<file path="config.mk">
export PLATFORM = sky130hd
export DESIGN_NAME = scsr_regs
export DESIGN_NICKNAME = d
export VERILOG_FILES = /design/src/scsr_frame_timer.v /design/src/scsr_regs.v
export VERILOG_INCLUDE_DIRS = /design/src
export SDC_FILE = /design/constraint.sdc
export NUM_CORES = 1
export LEC_CHECK = 0
export BUFFER_PORTS_ARGS = -buffer_cell sky130_fd_sc_hd__buf_2
export CORE_MARGIN = 2
export CORE_UTILIZATION = 40
export CTS_CLUSTER_DIAMETER = 100
export CTS_CLUSTER_SIZE = 24
export DETAILED_ROUTE_END_ITERATION = 8
export PLACE_DENSITY_LB_ADDON = 0.2
export SYNTH_ARGS = -nofsm -noshare
export SYNTH_HDL_FRONTEND = slang
export SYNTH_SLANG_ARGS = --single-unit
</file>
<file path="constraint.sdc">
create_clock -name clk -period 2.3 [get_ports clk]
set_input_delay 0.46 -clock clk [delete_from_list [all_inputs] [get_ports clk]]
set_output_delay 0.46 -clock clk [all_outputs]
set_load 0.1 [all_outputs]
</file>
<file path="src/scsr_defines.vh">
`ifndef SCSR_DEFINES_VH
`define SCSR_DEFINES_VH

// register offsets
`define SCSR_ADDR_DEEP_REST_PERIOD 8'h18
`define SCSR_ADDR_LIGHT_CTRL 8'h1a
`define SCSR_ADDR_IF_MODE 8'h1c
`define SCSR_ADDR_EVENT_CTRL 8'h1d
`define SCSR_ADDR_DUMP_CTRL 8'h28
`define SCSR_ADDR_FRAME_OBS 8'h2e
`define SCSR_ADDR_PIN_STATE 8'h31
`define SCSR_ADDR_PIN_TEST_LVL 8'h33
`define SCSR_ADDR_PIN_TEST_EN 8'h34
`define SCSR_ADDR_SOFT_RESET 8'h3a

// reset values
`define SCSR_RST_DEEP_REST_PERIOD 8'h31
`define SCSR_RST_LIGHT_CTRL 8'h00
`define SCSR_RST_EVENT_CTRL 8'h04
`define SCSR_RST_DUMP_CTRL 8'h00
`define SCSR_RST_FRAME_OBS 8'h00
`define SCSR_RST_PIN_TEST_LVL 8'h00

// soft reset key
`define SCSR_SOFT_RESET_KEY 8'h5a

// field positions
`define SCSR_LIGHT_ON_BIT 3
`define SCSR_LIGHT_CODE_MSB 2
`define SCSR_IF_BURST_BIT 4
`define SCSR_IF_SPI_BIT 2
`define SCSR_IF_TWI_BIT 0
`define SCSR_EVT_POL_BIT 7
`define SCSR_EVT_MASK_MSB 3
`define SCSR_DUMP_EN_BIT 0
`define SCSR_OBS_MODE_LSB 6
`define SCSR_TEST_EN_BIT 4
`define SCSR_TEST_EVENT_BIT 3
`define SCSR_TEST_GPIO_BIT 2
`define SCSR_TEST_MOSI_BIT 1
`define SCSR_TEST_MISO_BIT 0

// light drive codes and their currents in tenths of a milliamp
`define SCSR_LIGHT_CODE_13MA 3'h0
`define SCSR_LIGHT_CODE_9P6MA 3'h2
`define SCSR_LIGHT_CODE_27MA 3'h7
`define SCSR_LIGHT_DMA_13MA 9'h082
`define SCSR_LIGHT_DMA_9P6MA 9'h060
`define SCSR_LIGHT_DMA_27MA 9'h10e

// timing: hibernate tick of 10 ms from the 50 MHz system clock
`define SCSR_SYS_CLK_HZ 50000000
`define SCSR_HIB_TICK_MS 10
`define SCSR_HIB_TICK_CYC ((`SCSR_SYS_CLK_HZ / 1000) * `SCSR_HIB_TICK_MS)

`endif

</file>
<file path="src/scsr_frame_timer.v">
`timescale 1ns/1ps
`default_nettype none
`include "scsr_defines.vh"

module scsr_frame_timer #(
  parameter HIB_TICK_CYC = `SCSR_HIB_TICK_CYC
) (
  input wire clk,
  input wire rstn,
  input wire restart,
  input wire [7:0] period,
  output reg frame_tick
);

  reg [19:0] div_reg;
  reg hib_tick_reg;
  reg [8:0] tick_cnt_reg;

  // slow hibernate clock as a one-cycle enable; restart keeps phases aligned after soft reset
  always @(posedge clk or negedge rstn) begin
    if (!rstn) begin
      div_reg <= 20'h0_0000;
      hib_tick_reg <= 1'b0;
    end else if (restart || div_reg == HIB_TICK_CYC - 1) begin
      div_reg <= 20'h0_0000;
      hib_tick_reg <= !restart;
    end else begin
      div_reg <= div_reg + 20'h0_0001;
      hib_tick_reg <= 1'b0;
    end
  end

  // frame every (period + 1) hibernate ticks; a new period is compared from the next hibernate tick on
  always @(posedge clk or negedge rstn) begin
    if (!rstn) begin
      tick_cnt_reg <= 9'h000;
      frame_tick <= 1'b0;
    end else if (restart) begin
      tick_cnt_reg <= 9'h000;
      frame_tick <= 1'b0;
    end else if (hib_tick_reg) begin
      if (tick_cnt_reg >= {1'b0, period}) begin
        tick_cnt_reg <= 9'h000;
        frame_tick <= 1'b1;
      end else begin
        tick_cnt_reg <= tick_cnt_reg + 9'h001;
        frame_tick <= 1'b0;
      end
    end else begin
      frame_tick <= 1'b0;
    end
  end

endmodule // scsr_frame_timer
`default_nettype wire

</file>
<file path="src/scsr_regs.v">
// Functional notes
// - the deepest rest frame period is (period field + 1) times the 10 ms hibernate tick.
// - the deepest rest period defaults to 500 ms and the host keeps it between 20 ms and 2.41 s.
// - the always-lit bit at 0 runs the light normally and at 1 keeps it lit.
// - the 3-bit drive code selects 13 mA at 0, 9.6 mA at 2 and 27 mA at 7.
// - the interface status shows burst on bit 4, serial peripheral on bit 2 and two-wire on bit 0.
// - bit 7 of the event control makes the event pin active low at 0 and active high at 1.
// - event control bits 3..0 mask soft click, finger presence, button click and motion, finger masked at reset.
// - writing 1 to the dump enable bit enables and starts an image dump, 0 disables it.
// - the observation bits are set every frame and a host write to that register clears them unless a frame comes in the same cycle.
// - observation bits 7:6 report the power mode, 00 run up to 11 third rest.
// - four 2-bit pin state fields report reset, shutdown, general and interface-select pins.
// - in pin test the event, general, master-out and master-in pins follow test bits 3..0.
// - bit 4 of the write-only pad function register enters output pin test.
// - writing 0x5A to the soft reset register returns every setting to its default.
`timescale 1ns/1ps
`default_nettype none
`include "scsr_defines.vh"

module scsr_regs #(
  parameter HIB_TICK_CYC = `SCSR_HIB_TICK_CYC
) (
  input wire clk,
  input wire rstn,
  input wire reg_wr,
  input wire reg_rd,
  input wire [7:0] reg_addr,
  input wire [7:0] reg_wdata,
  output reg [7:0] reg_rdata,
  input wire burst_mode,
  input wire spi_mode,
  input wire twi_mode,
  input wire [1:0] power_mode,
  input wire frame_done,
  input wire [7:0] pad_state_in,
  input wire soft_click_evt,
  input wire finger_presence_evt,
  input wire button_click_evt,
  input wire motion_evt,
  input wire event_service,
  output reg event_pin_o,
  output reg gpio_o,
  output reg mosi_o,
  output reg miso_o,
  output reg pin_test_active_o,
  output reg light_always_lit_o,
  output reg [2:0] light_drive_code_o,
  output reg [8:0] light_current_dma_o,
  output reg image_dump_enable_o,
  output reg image_dump_start_o,
  output reg deep_rest_frame_o
);

  reg [7:0] deep_rest_period_field_reg;
  reg [7:0] light_ctrl_reg;
  reg [7:0] event_ctrl_reg;
  reg [7:0] dump_ctrl_reg;
  reg [1:0] obs_mode_reg;
  reg [7:0] pin_test_lvl_reg;
  reg pin_test_en_reg;
  reg soft_rst_reg;
  reg event_pending_reg;
  reg [7:0] rdata_next;
  reg [8:0] current_next;
  reg event_level_next;
  wire frame_tick;
  wire [3:0] evt_src;
  wire [3:0] evt_hit;
  wire wr_ok;

  assign wr_ok = reg_wr && !soft_rst_reg;
  assign evt_src = {soft_click_evt, finger_presence_evt, button_click_evt, motion_evt};

  // one enable term per source; a mask bit at 1 blocks its source
  genvar gi;
  generate
    for (gi = 0; gi < 4; gi = gi + 1) begin : g_evt
      assign evt_hit[gi] = evt_src[gi] && !event_ctrl_reg[gi];
    end
  endgenerate

  // soft reset is registered so every setting returns to default on the cycle after the key write
  always @(posedge clk or negedge rstn) begin
    if (!rstn) begin
      soft_rst_reg <= 1'b0;
    end else begin
      soft_rst_reg <= wr_ok && reg_addr == `SCSR_ADDR_SOFT_RESET && reg_wdata == `SCSR_SOFT_RESET_KEY;
    end
  end

  // software-writable settings; reserved bits are never stored
  always @(posedge clk or negedge rstn) begin
    if (!rstn) begin
      deep_rest_period_field_reg <= `SCSR_RST_DEEP_REST_PERIOD;
      light_ctrl_reg <= `SCSR_RST_LIGHT_CTRL;
      event_ctrl_reg <= `SCSR_RST_EVENT_CTRL;
      dump_ctrl_reg <= `SCSR_RST_DUMP_CTRL;
      pin_test_lvl_reg <= `SCSR_RST_PIN_TEST_LVL;
      pin_test_en_reg <= 1'b0;
    end else if (soft_rst_reg) begin
      deep_rest_period_field_reg <= `SCSR_RST_DEEP_REST_PERIOD;
      light_ctrl_reg <= `SCSR_RST_LIGHT_CTRL;
      event_ctrl_reg <= `SCSR_RST_EVENT_CTRL;
      dump_ctrl_reg <= `SCSR_RST_DUMP_CTRL;
      pin_test_lvl_reg <= `SCSR_RST_PIN_TEST_LVL;
      pin_test_en_reg <= 1'b0;
    end else if (wr_ok) begin
      case (reg_addr)
        `SCSR_ADDR_DEEP_REST_PERIOD: begin
          deep_rest_period_field_reg <= reg_wdata;
        end
        `SCSR_ADDR_LIGHT_CTRL: begin
          light_ctrl_reg <= {4'h0, reg_wdata[`SCSR_LIGHT_ON_BIT:0]};
        end
        `SCSR_ADDR_EVENT_CTRL: begin
          event_ctrl_reg <= {reg_wdata[`SCSR_EVT_POL_BIT], 3'h0, reg_wdata[`SCSR_EVT_MASK_MSB:0]};
        end
        `SCSR_ADDR_DUMP_CTRL: begin
          dump_ctrl_reg <= {7'h00, reg_wdata[`SCSR_DUMP_EN_BIT]};
        end
        `SCSR_ADDR_PIN_TEST_LVL: begin
          pin_test_lvl_reg <= {4'h0, reg_wdata[`SCSR_TEST_EVENT_BIT:0]};
        end
        `SCSR_ADDR_PIN_TEST_EN: begin
          pin_test_en_reg <= reg_wdata[`SCSR_TEST_EN_BIT];
        end
        default: begin
          pin_test_en_reg <= pin_test_en_reg; // unmapped writes are dropped
        end
      endcase
    end
  end

  // observation: frame sets, any write to it clears, a frame in the same cycle wins
  always @(posedge clk or negedge rstn) begin
    if (!rstn) begin
      obs_mode_reg <= 2'h0;
    end else if (frame_done) begin
      obs_mode_reg <= power_mode;
    end else if (soft_rst_reg || (wr_ok && reg_addr == `SCSR_ADDR_FRAME_OBS)) begin
      obs_mode_reg <= 2'h0;
    end
  end

  // event latch: held until serviced; a new event in the service cycle wins
  always @(posedge clk or negedge rstn) begin
    if (!rstn) begin
      event_pending_reg <= 1'b0;
    end else if (|evt_hit) begin
      event_pending_reg <= 1'b1;
    end else if (event_service || soft_rst_reg) begin
      event_pending_reg <= 1'b0;
    end
  end

  // read mux; write-only and reserved locations read zero
  always @* begin
    rdata_next = 8'h00;
    case (reg_addr)
      `SCSR_ADDR_DEEP_REST_PERIOD: rdata_next = deep_rest_period_field_reg;
      `SCSR_ADDR_LIGHT_CTRL: rdata_next = light_ctrl_reg;
      `SCSR_ADDR_IF_MODE: begin
        rdata_next[`SCSR_IF_BURST_BIT] = burst_mode;
        rdata_next[`SCSR_IF_SPI_BIT] = spi_mode;
        rdata_next[`SCSR_IF_TWI_BIT] = twi_mode;
      end
      `SCSR_ADDR_EVENT_CTRL: rdata_next = event_ctrl_reg;
      `SCSR_ADDR_DUMP_CTRL: rdata_next = dump_ctrl_reg;
      `SCSR_ADDR_FRAME_OBS: rdata_next = {obs_mode_reg, 6'h00};
      `SCSR_ADDR_PIN_STATE: rdata_next = pad_state_in;
      `SCSR_ADDR_PIN_TEST_LVL: rdata_next = pin_test_lvl_reg;
      default: rdata_next = 8'h00;
    endcase
  end

  // read data is captured on the read strobe and held until the next read
  always @(posedge clk or negedge rstn) begin
    if (!rstn) begin
      reg_rdata <= 8'h00;
    end else if (reg_rd) begin
      reg_rdata <= rdata_next;
    end
  end

  // drive code to current; undefined codes fall back to the 13 mA default
  always @* begin
    case (light_ctrl_reg[`SCSR_LIGHT_CODE_MSB:0])
      `SCSR_LIGHT_CODE_13MA: current_next = `SCSR_LIGHT_DMA_13MA;
      `SCSR_LIGHT_CODE_9P6MA: current_next = `SCSR_LIGHT_DMA_9P6MA;
      `SCSR_LIGHT_CODE_27MA: current_next = `SCSR_LIGHT_DMA_27MA;
      default: current_next = `SCSR_LIGHT_DMA_13MA;
    endcase
  end

  // event pin level: active high when polarity bit is 1, else inverted
  always @* begin
    if (event_ctrl_reg[`SCSR_EVT_POL_BIT]) begin
      event_level_next = event_pending_reg;
    end else begin
      event_level_next = !event_pending_reg;
    end
  end

  // pin outputs; test mode overrides normal function so pads can be checked on the board
  always @(posedge clk or negedge rstn) begin
    if (!rstn) begin
      event_pin_o <= 1'b1;
      gpio_o <= 1'b0;
      mosi_o <= 1'b0;
      miso_o <= 1'b0;
      pin_test_active_o <= 1'b0;
    end else if (pin_test_en_reg) begin
      event_pin_o <= pin_test_lvl_reg[`SCSR_TEST_EVENT_BIT];
      gpio_o <= pin_test_lvl_reg[`SCSR_TEST_GPIO_BIT];
      mosi_o <= pin_test_lvl_reg[`SCSR_TEST_MOSI_BIT];
      miso_o <= pin_test_lvl_reg[`SCSR_TEST_MISO_BIT];
      pin_test_active_o <= 1'b1;
    end else begin
      event_pin_o <= event_level_next;
      gpio_o <= 1'b0;
      mosi_o <= 1'b0;
      miso_o <= 1'b0;
      pin_test_active_o <= 1'b0;
    end
  end

  // light and dump controls; start pulses once per write of 1
  always @(posedge clk or negedge rstn) begin
    if (!rstn) begin
      light_always_lit_o <= 1'b0;
      light_drive_code_o <= 3'h0;
      light_current_dma_o <= `SCSR_LIGHT_DMA_13MA;
      image_dump_enable_o <= 1'b0;
      image_dump_start_o <= 1'b0;
    end else begin
      light_always_lit_o <= light_ctrl_reg[`SCSR_LIGHT_ON_BIT];
      light_drive_code_o <= light_ctrl_reg[`SCSR_LIGHT_CODE_MSB:0];
      light_current_dma_o <= current_next;
      image_dump_enable_o <= dump_ctrl_reg[`SCSR_DUMP_EN_BIT];
      image_dump_start_o <= wr_ok && reg_addr == `SCSR_ADDR_DUMP_CTRL && reg_wdata[`SCSR_DUMP_EN_BIT];
    end
  end

  // deepest rest frame timer on the hibernate tick
  scsr_frame_timer #(
    .HIB_TICK_CYC(HIB_TICK_CYC)
  ) u_timer (
    .clk(clk),
    .rstn(rstn),
    .restart(soft_rst_reg),
    .period(deep_rest_period_field_reg),
    .frame_tick(frame_tick)
  );

  // registered copy keeps the output straight from a flip-flop
  always @(posedge clk or negedge rstn) begin
    if (!rstn) begin
      deep_rest_frame_o <= 1'b0;
    end else begin
      deep_rest_frame_o <= frame_tick;
    end
  end

endmodule // scsr_regs
`default_nettype wire

</file>
==> flow_metrics.py, run 1 <==
metrics = {
    "final_layout": {
        "post_route_cells_drive_above_1_share": 0.205,
        "area_growth_pct": 16.2,
        "design.final.nets": 536,
        "insertedDiodeCount": 0,
        "fin_area_mm2": 0.00479,
        "largest_register_ff_count": 20,
    },
    "drt": {
        "detailed_route_wl_um": 9000,
        "drt_pass1_iterations": 6,
        "vias": 3198,
        "detailedRoute.firstIterationViolations": 156,
        "residual_drc_count": 0,
        "routedWlPerCell_um": 14.3,
        "ant_nets": 0,
        "via_per_inst": 5.09,
    },
    "sta": {
        "finalCriticalPeriod_ps": 1990,
        "finalMaxSlewViolations": 0,
        "grt_setup_unrepaired": "no",
        "timing.final.ws_setup_ps": 305,
        "finalClockSkew_ps": 12.2,
        "max_slew.worst_pin.slew_ps": 529,
        "finalSetupViolCount": 0,
        "final_hold_viol_count": 0,
        "fin_tns_setup_ps": 0,
        "min_period_over_period": 0.867,
        "relSlewSlack": 0.646,
        "max_freq_mhz": 501,
    },
    "clock_tree": {
        "htreeDepth": 3,
        "postCtsSetupRepairBufs": 0,
        "clk_path_buf_depth": 2,
        "worst_setup_hold_path_clk_slew_ps": 90,
        "holdBufCountCts": 0,
        "cts.sink_count": 82,
        "clkLatencyLatePin_ps": 360,
        "tritoncts_clock_tree": "done",
        "post_cts_resized": 0,
        "clock-root-buffer": "clkbuf_8",
        "cts_made_buffers": 9,
    },
    "critical_path": {
        "r2r_start": "deep_rest_period_field_reg[4]$_DFFE_PN1P_",
        "critical_path.endpoint_type": "register",
        "timing.setup.critical_path_class": "register to register",
        "slowest_delay_ps": 550,
        "critPathMaxFanout": 14,
        "critical_path.cell_chain": "inv_1, ha_1, a211oi_1, o221ai_1, a21oi_1, buf_4, nand4b_1, a31oi_1",
        "slowest_stage": "dfstp_2",
        "r2r-end": "u_timer.tick_cnt_reg[7]$_DFFE_PN0P_",
        "worst_ep_required_time_ps": 2570,
        "worst_ep_arrival_time_ps": 2270,
        "reg2reg_setup_slack_ps": 310,
        "rr_worst_depth": 8,
        "critPathLaunchType": "register",
    },
    "synth": {
        "synth_cell_type_count": 48,
        "synth-xor-area-share": 0.0403,
        "synth_warnings": 0,
        "synth_seq_cells": 82,
        "synthesis.instances": 422,
        "synthMuxAreaShare": 0.0728,
        "yosys.area_share.simple": 0.237,
        "synth_adder_area_share": 0.0303,
        "synth_compound_gate_area_share": 0.0773,
        "synth_enable_flop_cells": 0,
        "synth.avg_cell_area_um2": 9.78,
        "top_flip_flop_cell_by_instance_count_after_synthesis": "dfrtp_1",
        "combinational_family_with_the_most_area_after_synthesis": "simple AND/OR/NAND/NOR gates",
        "netlist_area_mm2": 0.00413,
        "synth-async-reset-ratio": 1.00,
        "seq_total_area_yosys": 0.499,
    },
    "global_routing": {
        "globalRouteOverflowTotal": 0,
        "antenna_violations_before_repair": 0,
        "grt_first_pass_wirelength_um": 15100,
        "largest_net_degree_at_the_start_of_global_routing": 53,
        "global_route.usage.total": 0.171,
        "first_global_vias": 3065,
    },
    "floorplanning": {
        "io_pins": 68,
        "placementRows": 37,
        "starting_utilization_of_the_core_area": 0.405,
        "placeableCoreArea_mm2": 0.0102,
        "die_area_mm2": 0.0111,
        "fp.dieW_um": 106,
        "die_height_um": 106,
    },
    "run_status": {
        "outcome": "completed",
    },
    "placement": {
        "place_hpwl_um": 6460,
        "globalplace.congestion": 0.851,
        "detailedPlace.worstSlack_ps": 281,
        "dpl_cell_area_mm2": 0.00459,
        "io_buffers": 65,
    },
    "worst_hold_path": {
        "worstHoldPathType": "input pin to asynchronous set/reset pin",
    },
    "power_and_ir_drop": {
        "leakage_nw": 2.31,
        "power.density_mw_per_mm2": 634,
        "irDropWorstVdd_uv": 271,
    },
    "flow_run": {
        "cap_violations": 0,
    },
}
-- cell type report --
type / count / area [µm²]
tap: 136 / 170
clock buffer: 11 / 141
timing repair buffer: 72 / 393
multi-input combinational: 303 / 1900
inverter: 19 / 71.3
sequential: 82 / 2060
clock inverter: 5 / 61.3
fill: 972 / 5390
-- logic make-up (layout without fill, tap and decap cells) --
family	Yosys count	count (layout)
and+or+nand+nor	191	191
DFF	82	82
AOI/OAI and AO/OA	51	51
buffers and inverters	38	107
muxes	30	30
xor gates and xnor gates	19	19
adders and majority gates	10	10
other	1	2
-- metal layers --
layer | track usage | up-vias | wire length (µm)
met5 | 0 | - | 0
met4 | 0.0705 | 0 | 164
met3 | 0.0390 | 12 | 358
met2 | 0.277 | 65 | 4270
met1 | 0.222 | 1536 | 4200
li1 | - | 1585 | -
-- worst max-delay path by stage --
| stage | slack, ps | cells past startpoint | to | startpoint |
|---|---|---|---|---|
| final | 310 | 8 | u_timer.tick_cnt_reg[7]$_DFFE_PN0P_ | deep_rest_period_field_reg[4]$_DFFE_PN1P_ |
| after global routing | 140 | 8 | u_timer.tick_cnt_reg[7]$_DFFE_PN0P_ | deep_rest_period_field_reg[4]$_DFFE_PN1P_ |
| after CTS | 320 | 8 | u_timer.tick_cnt_reg[7]$_DFFE_PN0P_ | deep_rest_period_field_reg[4]$_DFFE_PN1P_ |
| after detailed placement | 280 | 6 | deep_rest_period_field_reg[1]$_DFFE_PN0P_ | reg_addr[7] |
| after global placement | 340 | 6 | pin_test_lvl_reg[3]$_DFFE_PN0P_ | reg_addr[6] |
| after floorplan | 330 | 8 | u_timer.tick_cnt_reg[6]$_DFFE_PN0P_ | deep_rest_period_field_reg[4]$_DFFE_PN1P_ |
-- critical path: cells and delay by family, from the launching register on --
| family | cells | cell delay [ps] |
|---|---|---|
| compound gates | 4 | 710 |
| flops | 1 | 550 |
| fa+ha+maj | 1 | 290 |
| buf+inv | 2 | 250 |
| simple gates | 1 | 120 |
-- synthesized netlist by cell type (5+ instances only) --
cell,n,area share
nor4_1,7,0.011
mux2i_1,30,0.073
nor3_1,5,0.0061
nor3b_1,5,0.0091
nor2_1,64,0.058
buf_4,5,0.0091
and3_1,7,0.011
nand2b_1,9,0.014
dfrtp_1,75,0.45
a31oi_1,8,0.012
and2_1,5,0.0076
xor2_1,6,0.013
nand2_1,35,0.032
nand3_1,22,0.027
dfstp_2,7,0.045
ha_1,10,0.030
nand4_1,5,0.0076
o21ai_0,11,0.013
nand4b_1,5,0.011
xnor2_1,13,0.028
clkbuf_1,10,0.0091
a21oi_1,18,0.022
inv_1,19,0.017
-- power breakdown --
part	total [W]	leakage, nW	internal (W)	switching (W)
Combinational	0.000403	1.13	0.000103	0.000300
Clock	0.00107	0.0922	0.000535	0.000538
Sequential	0.00157	1.08	0.00151	0.0000568
-- cell usage in the layout (no fill, tap or decap), types with 6 or more instances in the layout --
cell	netlist	routed
dfrtp_1	75	75
nor2_1	64	64
buf_2	3	64
nand2_1	35	35
mux2i_1	30	30
nand3_1	22	22
inv_1	19	19
a21oi_1	18	18
xnor2_1	13	13
o21ai_0	11	11
ha_1	10	10
clkbuf_8	0	10
nand2b_1	9	9
a31oi_1	8	8
and3_1	7	7
nor4_1	7	7
dfstp_2	7	7
buf_4	5	7
xor2_1	6	6
-- stage by stage --
stage | power, W | util | hold slack (ps) | std cells
6_report | 0.00304 | 0.471 | 22.0 | 628
5_1_grt | 0.00318 | 0.471 | 38.1 | 628
4_1_cts | 0.00308 | 0.471 | 17.1 | 628
3_5_place_dp | 0.00200 | 0.451 | 339 | 612
3_3_place_gp | 0.00200 | 0.451 | 338 | 612
2_1_floorplan | 0.00186 | - | 164 | 423
(Power assumes the default switching activity.)
==> run 2, diff against run 1 <==
CTS_BUF_LIST = sky130_fd_sc_hd__clkbuf_16   (was default)
==> flow_metrics.py, run 2 (synthesis results as in run 1) <==
metrics = {
    "placement": {
        "globalplace.congestion": 0.851,
        "io_buffers": 65,
        "place_hpwl_um": 6460,
        "detailedPlace.worstSlack_ps": 281,
    },
    "drt": {
        "detailed_route_wl_um": 9010,
        "detailedRoute.firstIterationViolations": 189,
        "vias": 3232,
        "ant_nets": 0,
        "residual_drc_count": 0,
        "via_per_inst": 5.15,
        "routedWlPerCell_um": 14.3,
        "drt_pass1_iterations": 4,
    },
    "global_routing": {
        "largest_net_degree_at_the_start_of_global_routing": 53,
        "antenna_violations_before_repair": 0,
        "grt_first_pass_wirelength_um": 15100,
        "global_route.usage.total": 0.171,
        "first_global_vias": 3076,
        "globalRouteOverflowTotal": 0,
    },
    "sta": {
        "finalMaxSlewViolations": 0,
        "finalSetupViolCount": 0,
        "fin_tns_setup_ps": 0,
        "finalCriticalPeriod_ps": 1990,
        "max_freq_mhz": 503,
        "max_slew.worst_pin.slew_ps": 533,
        "finalClockSkew_ps": 8.28,
        "grt_setup_unrepaired": "no",
        "timing.final.ws_setup_ps": 311,
        "min_period_over_period": 0.865,
        "relSlewSlack": 0.644,
        "final_hold_viol_count": 0,
    },
    "floorplanning": {
        "placeableCoreArea_mm2": 0.0102,
        "placementRows": 37,
        "fp.dieW_um": 106,
        "die_area_mm2": 0.0111,
        "starting_utilization_of_the_core_area": 0.405,
        "die_height_um": 106,
        "io_pins": 68,
    },
    "critical_path": {
        "worst_ep_required_time_ps": 2550,
        "critical_path.endpoint_type": "register",
        "critPathLaunchType": "register",
        "critPathMaxFanout": 14,
        "timing.setup.critical_path_class": "register to register",
        "worst_ep_arrival_time_ps": 2240,
    },
    "final_layout": {
        "design.final.nets": 536,
        "regArea_mm2": 0.00206,
        "post_route_cells_drive_above_1_share": 0.203,
        "mostFrequentLayoutCells": "75 x dfrtp_1, 64 x nor2_1, 64 x buf_2, 35 x nand2_1, 30 x mux2i_1",
        "multi_input_comb_area_mm2": 0.00190,
        "n_fill_cell": 962,
        "final_common_cell": "dfrtp_1",
        "largest_register_ff_count": 20,
        "area_growth_pct": 18.4,
        "insertedDiodeCount": 0,
    },
    "clock_tree": {
        "clk_path_buf_depth": 2,
        "worst_setup_hold_path_clk_slew_ps": 60,
        "cts_made_buffers": 9,
        "postCtsSetupRepairBufs": 0,
        "clkLatencyLatePin_ps": 340,
        "tritoncts_clock_tree": "done",
        "holdBufCountCts": 0,
        "clock-root-buffer": "clkbuf_16",
        "cts.sink_count": 82,
        "post_cts_resized": 0,
        "htreeDepth": 3,
    },
    "power_and_ir_drop": {
        "leakage_nw": 2.35,
        "power.density_mw_per_mm2": 693,
        "irDropWorstVdd_uv": 297,
        "power_w": 0.00339,
    },
    "run_status": {
        "outcome": "completed",
    },
    "flow_run": {
        "cap_violations": 0,
    },
    "worst_hold_path": {
        "worstHoldPathType": "input pin to asynchronous set/reset pin",
    },
}
[run 2: cell type report]
type / instances / area share
clock buffer: 9 / 0.0461
clock inverter: 7 / 0.0141
inverter: 19 / 0.0146
multi-input combinational: 303 / 0.388
sequential: 82 / 0.422
tap: 136 / 0.0348
timing repair buffer: 72 / 0.0804
[run 2: per-layer routing]
metal  vias to the layer above  global-route usage  part of all wire  wire (µm)
met1                      1553               0.221              0.47       4200
met3                        13              0.0402             0.047        419
li1                       1596                   -                 -          -
met2                        70               0.277              0.47       4230
met5                         -                   0                 0          0
met4                         0              0.0695             0.018        159
[run 2: worst max-delay path, cell delays in order (launching register included)]
cell	delay (ps)
dfstp_2	540
inv_1	40
ha_1	290
a211oi_1	200
o221ai_1	150
a21oi_1	170
buf_4	210
nand4b_1	120
a31oi_1	190
[run 2: power breakdown]
| group | internal (W) | total, W | switching (W) |
|---|---|---|---|
| registers | 0.00151 | 0.00157 | 0.0000565 |
| clock network | 0.000836 | 0.00142 | 0.000581 |
| logic | 0.000103 | 0.000402 | 0.000300 |
[run 2: through the flow]
stage	area, µm²	hold WS [ps]	util	cells
floorplan	4130	164	-	423
finish	4890	46.7	0.480	628
global route	4890	75.9	0.480	628
global placement	4590	338	0.451	612
CTS	4890	54.4	0.480	628
detailed placement	4590	339	0.451	612
[run 2: path summary, 6_finish.rpt]
kind	startpoint	endpoint	slack, ps	depth (start not counted)
worst max register to register	deep_rest_period_field_reg[4]$_DFFE_PN1P_	u_timer.tick_cnt_reg[7]$_DFFE_PN0P_	310	8
worst min-delay path	rstn	light_drive_code_o[0]$_DFF_PN0_	50	1
worst max-delay path	deep_rest_period_field_reg[4]$_DFFE_PN1P_	u_timer.tick_cnt_reg[7]$_DFFE_PN0P_	310	8
max in group asynchronous	rstn	deep_rest_period_field_reg[4]$_DFFE_PN1P_	1600	2
worst min register to register	u_timer.frame_tick$_DFF_PN0_	deep_rest_frame_o$_DFF_PN0_	350	0
min in group clk	power_mode[0]	obs_mode_reg[0]$_DFFE_PN0P_	330	3
==> run 3, diff against run 2 <==
SYNTH_HIERARCHICAL = 1   (was default)
==> flow_metrics.py, run 3 <==
metrics = {
    "run_status": {
        "outcome": "completed",
    },
    "global_routing": {
        "globalRouteOverflowTotal": 0,
        "grt_first_pass_wirelength_um": 16100,
        "first_global_vias": 3068,
        "largest_net_degree_at_the_start_of_global_routing": 47,
        "antenna_violations_before_repair": 0,
        "global_route.usage.total": 0.185,
    },
    "critical_path": {
        "slowest_stage": "dfstp_2",
        "critical_path_buf_inv_count": 0,
        "worst_ep_required_time_ps": 2550,
        "timing.setup.critical_path_class": "register to register",
        "critPathMaxFanout": 7,
        "worst_ep_arrival_time_ps": 2250,
        "critical_path.cell_chain": "ha_1, nor2b_1, o21ai_1, a31oi_1, o21ai_1, or3_1, o21ai_0",
        "crit_path_frequent_cell": "o21ai_1",
        "critPathTopFamily": "compound AO/OA/AOI/OAI gates",
        "slowest_delay_ps": 540,
        "critPathLaunchType": "register",
        "critical_path.endpoint_type": "register",
    },
    "drt": {
        "ant_nets": 0,
        "via_per_inst": 5.23,
        "vias": 3165,
        "detailed_route_wl_um": 9680,
        "drt_pass1_iterations": 4,
        "residual_drc_count": 0,
        "detailedRoute.firstIterationViolations": 195,
        "routedWlPerCell_um": 16.0,
    },
    "clock_tree": {
        "cts.sink_count": 82,
        "clock-root-buffer": "clkbuf_16",
        "postCtsSetupRepairBufs": 0,
        "clkLatencyLatePin_ps": 330,
        "post_cts_resized": 0,
        "clk_path_buf_depth": 2,
        "worst_setup_hold_path_clk_slew_ps": 60,
        "htreeDepth": 3,
        "cts_made_buffers": 9,
        "tritoncts_clock_tree": "done",
        "holdBufCountCts": 0,
    },
    "final_layout": {
        "post_route_cells_drive_above_1_share": 0.230,
        "area_growth_pct": 18.1,
        "final_common_cell": "dfrtp_1",
        "largest_register_ff_count": 20,
        "insertedDiodeCount": 0,
        "mostFrequentLayoutCells": "75 x dfrtp_1, 64 x buf_2, 63 x nor2_1, 26 x nand3_1, 25 x inv_1",
        "design.final.nets": 513,
        "n_fill_cell": 979,
    },
    "sta": {
        "max_slew.worst_pin.slew_ps": 621,
        "grt_setup_unrepaired": "no",
        "finalSetupViolCount": 0,
        "finalMaxSlewViolations": 0,
        "max_freq_mhz": 500,
        "relSlewSlack": 0.585,
        "worst_hold_slack_ps": 83.2,
        "final_hold_viol_count": 0,
        "finalClockSkew_ps": 8.10,
        "finalCriticalPeriod_ps": 2000,
        "min_period_over_period": 0.870,
        "fin_tns_setup_ps": 0,
    },
    "placement": {
        "place_hpwl_um": 7000,
        "globalplace.congestion": 0.832,
        "io_buffers": 65,
    },
    "flow_run": {
        "cap_violations": 0,
    },
    "floorplanning": {
        "io_pins": 68,
        "starting_utilization_of_the_core_area": 0.406,
        "die_height_um": 105,
        "placementRows": 37,
        "die_area_mm2": 0.0111,
        "fp.dieW_um": 105,
        "placeableCoreArea_mm2": 0.0101,
    },
    "synth": {
        "synth_enable_flop_cells": 0,
        "synth.avg_cell_area_um2": 10.2,
        "netlist_area_mm2": 0.00412,
        "synth_top_cell_by_area": "dfrtp_1",
        "synth-async-reset-ratio": 1.00,
        "synth_warnings": 6,
        "yosys-top-cells-count": "75 x dfrtp_1, 63 x nor2_1, 26 x nand3_1",
        "synth_top_cells_by_area": "dfrtp_1 46%, nor2_1 5.7%, mux2i_1 5.6%",
        "synthesis.instances": 402,
        "synth_cell_type_count": 66,
        "synth_top_area_share": 0.456,
        "synth_seq_cells": 82,
        "top_flip_flop_cell_by_instance_count_after_synthesis": "dfrtp_1",
        "seq_total_area_yosys": 0.500,
        "synth_most_common_cell": "dfrtp_1",
    },
    "worst_hold_path": {
        "worstHoldPathType": "input pin to asynchronous set/reset pin",
    },
    "power_and_ir_drop": {
        "leakage_nw": 2.45,
        "power.internal_w": 0.00256,
        "p_sw_w": 0.000930,
        "power.density_mw_per_mm2": 717,
        "irDropWorstVdd_uv": 331,
        "power.combinational.fraction": 0.120,
        "sequential_share_of_power": 0.452,
        "pwr-share-clk": 0.429,
        "switching_share": 0.267,
    },
}
-- run 3: layout make-up --
cell class	instances	area, µm²	area share
Sequential cell	82	2060	0.424
Timing Repair Buffer	69	370	0.0762
Tap cell	136	170	0.0350
Clock inverter	7	78.8	0.0162
Inverter	22	82.6	0.0170
Multi-Input combinational cell	280	1870	0.385
Clock buffer	9	225	0.0463
-- run 3: path summary, 6_finish.rpt --
kind | from | to | slack (ps) | cells past startpoint
max | deep_rest_period_field_reg[0]$_DFFE_PN1P_ | u_timer/tick_cnt_reg[3]$_DFFE_PN0P_ | 300 | 7
min | rstn | light_current_dma_o[3]$_DFF_PN0_ | 80 | 1
max reg2reg | deep_rest_period_field_reg[0]$_DFFE_PN1P_ | u_timer/tick_cnt_reg[3]$_DFFE_PN0P_ | 300 | 7
min reg2reg | u_timer/frame_tick$_DFF_PN0_ | deep_rest_frame_o$_DFF_PN0_ | 350 | 0
max in group asynchronous | rstn | deep_rest_period_field_reg[4]$_DFFE_PN1P_ | 1550 | 2
min in group clk | u_timer/frame_tick$_DFF_PN0_ | deep_rest_frame_o$_DFF_PN0_ | 350 | 0
-- run 3: per-stage QoR --
step | power (W) | area, µm² | util | cells | setup slack, ps
2_1_floorplan | 0.00188 | 4120 | - | 403 | 460
3_3_place_gp | 0.00201 | 4560 | 0.450 | 589 | 340
3_5_place_dp | 0.00202 | 4560 | 0.450 | 589 | 294
4_1_cts | 0.00351 | 4860 | 0.480 | 605 | 305
5_1_grt | 0.00362 | 4860 | 0.480 | 605 | 143
6_report | 0.00349 | 4860 | 0.480 | 605 | 300
-- run 3: cells by family after synthesis --
family	count (synthesis)	share of synthesized area
AOI/OAI and AO/OA	50	0.0881
xor gates and xnor gates	19	0.0404
adders and majority gates	10	0.0304
buffers and inverters	41	0.0453
DFF	82	0.500
muxes	25	0.0614
other	1	0.000911
and+or+nand+nor	174	0.233
-- run 3: power by group through the flow --
stage / combinational, W / sequential (W) / clock [W]
2_1_floorplan: 0.000157 / 0.00172 / 0
3_3_place_gp: 0.000416 / 0.00160 / 0
3_5_place_dp: 0.000420 / 0.00160 / 0
4_1_cts: 0.000422 / 0.00158 / 0.00152
5_1_grt: 0.000450 / 0.00159 / 0.00158
6_report: 0.000418 / 0.00158 / 0.00149
-- run 3: layer usage --
layer  vias to the layer above  part of all wire  wire, µm  global-route usage
met5                         -                 0         0                   0
met3                        12             0.044       421              0.0445
met1                      1552              0.51      4930               0.282
li1                       1533                 -         -                   -
met2                        68              0.43      4170               0.254
met4                         0             0.015       147              0.0638
-- run 3: worst reg2reg max path: stages, from the launching register on --
cell,delay [ps]
dfstp_2,540
ha_1,240
nor2b_1,140
o21ai_1,90
a31oi_1,260
o21ai_1,200
or3_1,370
o21ai_0,80
